===== src/design/rcs_defines.svh =====
// constants for the reset and clock source control block
`ifndef RCS_DEFINES_SVH
`define RCS_DEFINES_SVH
`define RCS_CLK_PERIOD_NS 25
`define RCS_RST_HOLD_NS 1000
`define RCS_RST_HOLD_CYC ((`RCS_RST_HOLD_NS + `RCS_CLK_PERIOD_NS - 1) / `RCS_CLK_PERIOD_NS)
`define RCS_CLK_GAP_NS 100
`define RCS_CLK_GAP_CYC ((`RCS_CLK_GAP_NS + `RCS_CLK_PERIOD_NS - 1) / `RCS_CLK_PERIOD_NS)
`define RCS_CAUSE_POR 0
`define RCS_CAUSE_BOR 2
`define RCS_CAUSE_WDT 3
`define RCS_CAUSE_SW 4
`define RCS_CAUSE_RESET 5'h01
`define RCS_OSC_MAIN 2'h0
`define RCS_OSC_INT 2'h1
`define RCS_OSC_INT4 2'h2
`define RCS_OSC_30K 2'h3
`define RCS_EXT_RTC 3'h7
`define RCS_CLK_CFG_RESET 7'h50
`define RCS_TRIM_RESET 8'h00
`define RCS_TRIM_MAX_UP 8'sh05
`define RCS_TRIM_MAX_DN (-8'sh05)
`define RCS_PRST_RESET 32'h0
`define RCS_WDT_RESET 32'hFFFF_FFFF
`endif


===== src/design/rcs_pkg.sv =====
// types of the reset and clock source control block
package rcs_pkg;
   typedef enum logic [2:0] {
      RCS_SRC_INT   = 3'h0,
      RCS_SRC_INT4  = 3'h1,
      RCS_SRC_MAIN  = 3'h2,
      RCS_SRC_30K   = 3'h3,
      RCS_SRC_RTC   = 3'h4,
      RCS_SRC_PLL   = 3'h5
   } rcs_src_e;
   typedef enum logic [1:0] {
      RCS_ST_IDLE    = 2'b00,
      RCS_ST_ASSERT  = 2'b01,
      RCS_ST_STRETCH = 2'b11,
      RCS_ST_BOOT    = 2'b10
   } rcs_rst_st_e;
   typedef struct packed {
      logic       bypass;
      logic [1:0] osc_source_select;
      logic       use_ext;
      logic [2:0] extended_osc_source_select;
   } rcs_clk_cfg_s;
   typedef struct packed {
      logic [95:0] run;
      logic [95:0] slp;
      logic [95:0] dslp;
   } rcs_prst_s;
   typedef logic [4:0] rcs_cause_t;
endpackage


===== src/design/rcs_top.sv =====
// reset sequencing, reset cause, watchdog, regulator trim and clock source select
`include "rcs_defines.svh"
`timescale 1ns/1ps
`default_nettype none
module rcs_top (
   input  wire logic                  sys_clk,
   input  wire logic                  rst,
   input  wire logic                  bor_low,
   input  wire logic                  bor_ctl_wr,
   input  wire logic                  bor_ctl_wdata,
   input  wire logic                  system_reset_request,
   input  wire logic [2:0]            prst_wr,
   input  wire logic [31:0]           prst_wdata,
   input  wire logic                  trim_wr,
   input  wire logic [7:0]            trim_wdata,
   input  wire logic                  clk_cfg_wr,
   input  wire rcs_pkg::rcs_clk_cfg_s clk_cfg_wdata,
   input  wire logic                  main_osc_ready,
   input  wire logic                  wdt_ctl_wr,
   input  wire logic                  wdt_int_en_wdata,
   input  wire logic                  wdt_rst_en_wdata,
   input  wire logic                  wdt_load_wr,
   input  wire logic [31:0]           watchdog_reload_value,
   input  wire logic                  wdt_int_clear,
   input  wire logic                  cause_clr_wr,
   input  wire rcs_pkg::rcs_cause_t   cause_clr_mask,
   output var  logic                  brownout_reset_enable,
   output var  logic                  bor_irq,
   output wire logic                  sys_reset,
   output wire logic                  core_restart,
   output var  rcs_pkg::rcs_prst_s    periph_rst,
   output wire logic [95:0]           peripheral_reset_regs,
   output var  logic [7:0]            regulator_trim,
   output var  rcs_pkg::rcs_clk_cfg_s clk_cfg,
   output var  logic [5:0]            osc_clk_en,
   output var  rcs_pkg::rcs_src_e     system_clock_main,
   output wire logic                  clk_switching,
   output var  logic                  wdt_irq,
   output var  logic [31:0]           wdt_count,
   output var  rcs_pkg::rcs_cause_t   reset_cause_reg
);
   import rcs_pkg::*;

   rcs_rst_st_e st_r;
   rcs_rst_st_e st_nxt;
   logic [7:0]  hold_r;
   logic [31:0] prst_r [3];
   logic [31:0] reload_r;
   logic        wdt_int_en_r;
   logic        wdt_rst_en_r;
   logic        switching_r;
   logic [3:0]  gap_r;
   rcs_src_e    tgt_r;

   // reset sources
   wire bor_rst_req  = bor_low & brownout_reset_enable;
   wire wdt_zero     = (wdt_count == 32'h0);
   wire wdt_timeout  = wdt_int_en_r & wdt_zero & ~sys_reset;
   wire wdt_rst_req  = wdt_timeout & wdt_irq & wdt_rst_en_r;
   wire any_req      = bor_rst_req | system_reset_request | wdt_rst_req;
   wire hold_done    = (hold_r == 8'h0);
   wire in_idle      = (st_r == RCS_ST_IDLE);

   // internal reset state walk: assert, stretch, restart
   always_comb begin
      st_nxt = st_r;
      case (st_r)
         RCS_ST_IDLE:    if (any_req) st_nxt = RCS_ST_ASSERT;
         RCS_ST_ASSERT:  if (!bor_rst_req) st_nxt = RCS_ST_STRETCH;
         RCS_ST_STRETCH: begin
            if (bor_rst_req) st_nxt = RCS_ST_ASSERT;
            else if (hold_done) st_nxt = RCS_ST_BOOT;
         end
         RCS_ST_BOOT:    st_nxt = RCS_ST_IDLE;
         default:        st_nxt = RCS_ST_IDLE;
      endcase
   end

   always_ff @(posedge sys_clk or posedge rst) begin
      if (rst) begin
         st_r   <= RCS_ST_IDLE;
         hold_r <= 8'h0;
      end else begin
         st_r   <= st_nxt;
         hold_r <= (st_nxt == RCS_ST_STRETCH && st_r != RCS_ST_STRETCH) ?
                   8'(`RCS_RST_HOLD_CYC - 1) : (hold_done ? hold_r : hold_r - 8'h1);
      end
   end

   // gray states: bit 0 marks reset asserted, boot is the fetch cycle
   assign sys_reset    = st_r[0];
   assign core_restart = (st_r == RCS_ST_BOOT);

   // brown-out control; power-on leaves reset generation off
   always_ff @(posedge sys_clk or posedge rst) begin
      if (rst) begin
         brownout_reset_enable <= 1'b0;
         bor_irq               <= 1'b0;
      end else begin
         if (bor_ctl_wr) brownout_reset_enable <= bor_ctl_wdata;
         bor_irq <= bor_low & ~brownout_reset_enable;
      end
   end

   // cause bits: only events seen from idle; set wins over clear
   wire rcs_cause_t cause_set = {
      in_idle & system_reset_request & ~bor_rst_req,
      in_idle & wdt_rst_req & ~bor_rst_req & ~system_reset_request,
      in_idle & bor_rst_req,
      2'b00};
   wire rcs_cause_t cause_clr = cause_clr_wr ? cause_clr_mask : 5'h00;

   always_ff @(posedge sys_clk or posedge rst) begin
      if (rst) reset_cause_reg <= `RCS_CAUSE_RESET;
      else     reset_cause_reg <= (reset_cause_reg & ~cause_clr) | cause_set;
   end

   // peripheral resets: bit n of each word is the unit whose clock gate is bit n
   assign peripheral_reset_regs = {prst_r[2], prst_r[1], prst_r[0]};
   wire [95:0] prst_level = peripheral_reset_regs | {96{sys_reset}};

   always_ff @(posedge sys_clk or posedge rst) begin
      if (rst) begin
         for (int i = 0; i < 3; i++) prst_r[i] <= `RCS_PRST_RESET;
      end else begin
         for (int i = 0; i < 3; i++) begin
            if (sys_reset) prst_r[i] <= `RCS_PRST_RESET;
            else if (prst_wr[i]) prst_r[i] <= prst_wdata;
         end
      end
   end

   // held for as long as the bit is set, on every domain of the unit
   always_ff @(posedge sys_clk or posedge rst) begin
      if (rst) periph_rst <= '1;
      else     periph_rst <= {prst_level, prst_level, prst_level};
   end

   // watchdog: first zero raises the interrupt and reloads, second may reset
   always_ff @(posedge sys_clk or posedge rst) begin
      if (rst) begin
         wdt_count    <= `RCS_WDT_RESET;
         reload_r     <= `RCS_WDT_RESET;
         wdt_int_en_r <= 1'b0;
         wdt_rst_en_r <= 1'b0;
         wdt_irq      <= 1'b0;
      end else if (sys_reset) begin
         wdt_count    <= `RCS_WDT_RESET;
         reload_r     <= `RCS_WDT_RESET;
         wdt_int_en_r <= 1'b0;
         wdt_rst_en_r <= 1'b0;
         wdt_irq      <= 1'b0;
      end else begin
         if (wdt_ctl_wr) begin
            wdt_int_en_r <= wdt_int_en_wdata;
            wdt_rst_en_r <= wdt_rst_en_wdata;
         end
         if (wdt_load_wr) begin
            reload_r  <= watchdog_reload_value;
            wdt_count <= watchdog_reload_value;
         end else if (wdt_timeout) begin
            wdt_count <= reload_r;
         end else if (wdt_int_en_r) begin
            wdt_count <= wdt_count - 32'h1;
         end
         // an expiry in the clear cycle keeps the interrupt
         wdt_irq <= (wdt_irq & ~wdt_int_clear) | wdt_timeout;
      end
   end

   // regulator trim, signed steps around nominal, out-of-range writes refused
   wire signed [7:0] trim_s = trim_wdata;
   wire trim_ok = (trim_s <= `RCS_TRIM_MAX_UP) && (trim_s >= `RCS_TRIM_MAX_DN);

   always_ff @(posedge sys_clk or posedge rst) begin
      if (rst) regulator_trim <= `RCS_TRIM_RESET;
      else if (trim_wr && trim_ok) regulator_trim <= trim_wdata;
   end

   // clock configuration; illegal combinations are refused so clk_cfg stays legal
   wire cfg_ok = clk_cfg_wdata.bypass ?
      (!clk_cfg_wdata.use_ext ||
       clk_cfg_wdata.extended_osc_source_select == `RCS_EXT_RTC) :
      (clk_cfg_wdata.osc_source_select == `RCS_OSC_MAIN && !clk_cfg_wdata.use_ext);

   always_ff @(posedge sys_clk or posedge rst) begin
      if (rst) clk_cfg <= `RCS_CLK_CFG_RESET;
      else if (clk_cfg_wr && cfg_ok) clk_cfg <= clk_cfg_wdata;
   end

   rcs_src_e osc_src;
   rcs_src_e want_src;
   always_comb begin
      case (clk_cfg.osc_source_select)
         `RCS_OSC_MAIN: osc_src = RCS_SRC_MAIN;
         `RCS_OSC_INT:  osc_src = RCS_SRC_INT;
         `RCS_OSC_INT4: osc_src = RCS_SRC_INT4;
         `RCS_OSC_30K:  osc_src = RCS_SRC_30K;
         default:       osc_src = RCS_SRC_INT;
      endcase
      if (!clk_cfg.bypass) want_src = RCS_SRC_PLL;
      else if (clk_cfg.use_ext) want_src = RCS_SRC_RTC;
      else want_src = osc_src;
   end

   // main oscillator and pll both hang on the crystal; wait for it to settle
   wire tgt_ready = ((tgt_r != RCS_SRC_MAIN) && (tgt_r != RCS_SRC_PLL)) || main_osc_ready;
   wire gap_done  = (gap_r == 4'h0);
   assign clk_switching = switching_r;

   // break before make: all gates off for the gap, then only the new one
   always_ff @(posedge sys_clk or posedge rst) begin
      if (rst) begin
         system_clock_main <= RCS_SRC_INT;
         osc_clk_en        <= 6'h01;
         switching_r       <= 1'b0;
         gap_r             <= 4'h0;
         tgt_r             <= RCS_SRC_INT;
      end else if (!switching_r) begin
         if (want_src != system_clock_main) begin
            osc_clk_en  <= 6'h00;
            switching_r <= 1'b1;
            gap_r       <= 4'(`RCS_CLK_GAP_CYC);
            tgt_r       <= want_src;
         end
      end else if (!gap_done) begin
         gap_r <= gap_r - 4'h1;
      end else if (tgt_ready) begin
         system_clock_main <= tgt_r;
         osc_clk_en        <= 6'h01 << tgt_r;
         switching_r       <= 1'b0;
      end
   end
endmodule
`default_nettype wire


===== config.mk =====
export PLATFORM = sky130hd
export DESIGN_NAME = rcs_top
export DESIGN_NICKNAME = d
export VERILOG_FILES = /design/src/design/rcs_pkg.sv /design/src/design/rcs_top.sv
export VERILOG_INCLUDE_DIRS = /design/src /design/src/design
export SDC_FILE = /design/constraint.sdc
export NUM_CORES = 1
export LEC_CHECK = 0
export ABC_AREA = 1
export BUFFER_PORTS_ARGS = -buffer_cell sky130_fd_sc_hd__buf_2
export CAP_MARGIN = 10
export CORE_AREA = 2 2 216 218
export DETAILED_ROUTE_END_ITERATION = 12
export DIE_AREA = 0 0 218 220
export SYNTH_ARGS = -nofsm -noshare
export SYNTH_HDL_FRONTEND = slang
export SYNTH_SLANG_ARGS = --single-unit

===== constraint.sdc =====
create_clock -name sys_clk -period 26.3 [get_ports sys_clk]
set_input_delay 1.315 -clock sys_clk [delete_from_list [all_inputs] [get_ports sys_clk]]
set_output_delay 1.315 -clock sys_clk [all_outputs]
set_load 0.01 [all_outputs]

==> reports/metrics.yaml <==
status: "finished, final reports clean"
place_congestion: 0.8575
synthArstFlopShare: 1.000
overflow: 0
post-cts-setup-buffers: 0
holdCritPathClass: "flop to flop"
crit_slowest_cell: "clkinv_1"
clkPwrFrac: 0.256
final_cell_mix: "552 x buf_2, 318 x nand2_1, 164 x dfstp_2"
ys.flop_type: "dfstp_2"
worstSetupStartpointType: "input pin"
synth_seq_area_share: 0.5368
vias: 11970
critPathTopFamily: "buffers and inverters"
worstPathCellList: "buf_2 -> buf_4 -> nor2_1 -> nand2_1 -> buf_4 -> clkinv_1 -> a21oi_1 -> nand2_1 -> nand3_1"
nNetsFinal: 2079
start_util: 0.3214
dp_slack_ns: 22.61
die_h_um: 220
synth_edf_count: 0
core_sq_mm: 0.04586
seq_power_share: 0.403
p_leak_nw: 8.603
cts.path.max_buffers: 3
detail_route.wl_per_cell_um: 17.35
netlist_area_sq_mm: 0.01474
synth.distinct_cells: 44
die_w_um: 218
crit_fanout: 75
nFillCells: 4612
hold_violations: 0
criticalPathCategory: "input pin to flop"
p_int_mw: 1.221
cts_tree: "built"
grt_pass1_vias: 11340
ys_warn_count: 0
rows: 79
grt_max_degree: 109
route.detailed.drc: 0
wirelength_um: 45290
drt_iter0_markers: 743
ant_nets: 0
syn2layout_area_growth_pct: 21.12
report.final.slew_viol_count: 0
fin_ws_ns: 23.20
final_common_cell: "buf_2"
grt_pass1_wl_um: 67250
cts_root_buffer: "clkbuf_16"
timing.fmax_ghz: 0.3228
crit_buf_inv: 4
clk_pin_slew_ns: 0.06
crit_required_ns: 26.78
slew_headroom: 0.2466
port_buffers: 552
ctsResizeCount: 0
wl_met2_um: 22350
fin_setup_tns_ns: 0
drive_gt1_frac: 0.4697
max_stage_delay_ns: 0.58
end_kind: "flop"
h-tree-depth: 2
combPwrFrac: 0.341
fin_worst_skew_ns: 0.02477
first_pass_iters: 6
viasPerCell: 4.585
clk_latency_ns: 0.54
syn_nets: 1730
power.switching_mw: 0.7277
syn_area_per_cell_sq_um: 9.088
sw_frac_of_total: 0.3733
drv_cap: 0
finalPower_mw: 1.949
tightest_slew_ns: 1.130
ys_seq_elements: 308
grt.total_usage: 0.1830
timing.final.crit_share: 0.1178
num_io_pins: 553
vdd_drop_max_mv: 0.07898
syn-instance-count: 1622
arrival_ns: 3.58
p_per_area_mw_per_mm2: 109.2
layout_min_cycle_time_ns: 3.097
cts_hold_buf: 0
dp_hpwl_um: 33600
grt_antenna_before_repair: 5
clkSinkCount: 308
die_area_sq_mm: 0.04796
setup_viol: 0
rsz0062_at_grt: "no"
met3WireLength_um: 2400
cts_made_buffers: 36
wl_met1_um: 19190
routed.top_layer: "met4"
==> worst min-delay path: stages (launching register included) <==
cell,delay (ns)
dfrtp_1,0.34
nand2_1,0.05
nand2_1,0.05
==> routing by layer <==
metal,vias to the layer above,track usage
met3,67,0.03520
met1,5811,0.2378
met2,441,0.3043
li1,5647,-
met5,-,0
met4,0,0.06463
==> stage by stage <==
| step | hold WS (ns) | std cells | utilization | instance area [sq um] |
|---|---|---|---|---|
| 2_1_floorplan | 0.4602 | 1622 | - | 14740 |
| 4_1_cts | 0.4748 | 2604 | 0.3878 | 17790 |
| 3_3_place_gp | 0.4558 | 2538 | 0.3622 | 16610 |
| 5_1_grt | 0.4980 | 2610 | 0.3893 | 17850 |
| 3_5_place_dp | 0.4573 | 2538 | 0.3622 | 16610 |
| 6_report | 0.4744 | 2610 | 0.3893 | 17850 |
==> power groups by stage <==
stage                     logic (mW)  registers, mW  clock network (mW)
after floorplan                0.485          0.801                   0
after CTS                      0.672          0.789               0.513
after global placement         0.667          0.790                   0
after global routing           0.735          0.806               0.532
after detailed placement       0.670          0.795                   0
final                          0.665          0.786               0.498
==> synth_stat cells, types with 2 or more instances <==
| master | number | area [sq um] |
|---|---|---|
| ha_1 | 6 | 75.07 |
| a21oi_1 | 68 | 340.3 |
| clkbuf_1 | 39 | 146.4 |
| nand3b_1 | 3 | 22.52 |
| nand3_2 | 13 | 130.1 |
| clkbuf_8 | 3 | 41.29 |
| nand3_1 | 71 | 355.3 |
| nor2_2 | 10 | 62.56 |
| nand2_2 | 8 | 50.05 |
| nand2_1 | 318 | 1194 |
| inv_1 | 129 | 484.2 |
| dfstp_2 | 164 | 4309 |
| inv_2 | 4 | 15.01 |
| nor2_1 | 111 | 416.7 |
| clkinv_1 | 2 | 7.510 |
| o21bai_2 | 2 | 22.52 |
| xnor2_1 | 11 | 96.34 |
| mux2_2 | 6 | 67.56 |
| buf_6 | 5 | 56.30 |
| xor2_1 | 3 | 26.28 |
| a21boi_0 | 3 | 22.52 |
| o21ai_0 | 159 | 795.8 |
| dfrtp_1 | 144 | 3603 |
| a22o_1 | 2 | 17.52 |
| buf_2 | 5 | 25.02 |
| buf_1 | 5 | 18.77 |
| nor2_4 | 7 | 78.83 |
| or2_2 | 97 | 606.8 |
| o21ai_1 | 2 | 10.01 |
| nor4_1 | 2 | 12.51 |
| nand4_1 | 11 | 68.82 |
| nor3_1 | 5 | 25.02 |
| o22ai_1 | 2 | 12.51 |
| buf_4 | 192 | 1441 |
==> worst paths after layout <==
kind	cells past startpoint	to	slack, ns	from
setup / recovery	9	wdt_count[1]	23.20	wdt_load_wr
max in group asynchronous	4	peripheral_reset_regs[77]	23.32	rst
hold reg to reg	2	regulator_trim[3]	0.47	regulator_trim[3]
min in group asynchronous	2	system_clock_main[2]	0.89	rst
hold / removal	2	regulator_trim[3]	0.47	regulator_trim[3]
setup reg to reg	9	st_r[0]	23.39	st_r[0]
==> cell families after synthesis <==
group	count (synthesis)	share of synthesized area
buffers and inverters	385	0.1520
and+or+nand+nor	658	0.2065
AOI/OAI and AO/OA	245	0.08667
adders and majority gates	6	0.005093
muxes	6	0.004583
DFF	308	0.5368
xor gates and xnor gates	14	0.008319
==> area by class of cell <==
cell class                      count  area, sq um  area share
Timing Repair Buffer              560         2863      0.1603
Inverter                          136        519.2     0.02908
Multi-Input combinational cell    929         4609      0.2582
Clock buffer                       48         1018     0.05705
Clock inverter                     18        157.7    0.008830
Tap cell                          607        759.5     0.04254
Antenna cell                        4        10.01   0.0005607
Sequential cell                   308         7916      0.4434
(Power assumes the default switching activity.)
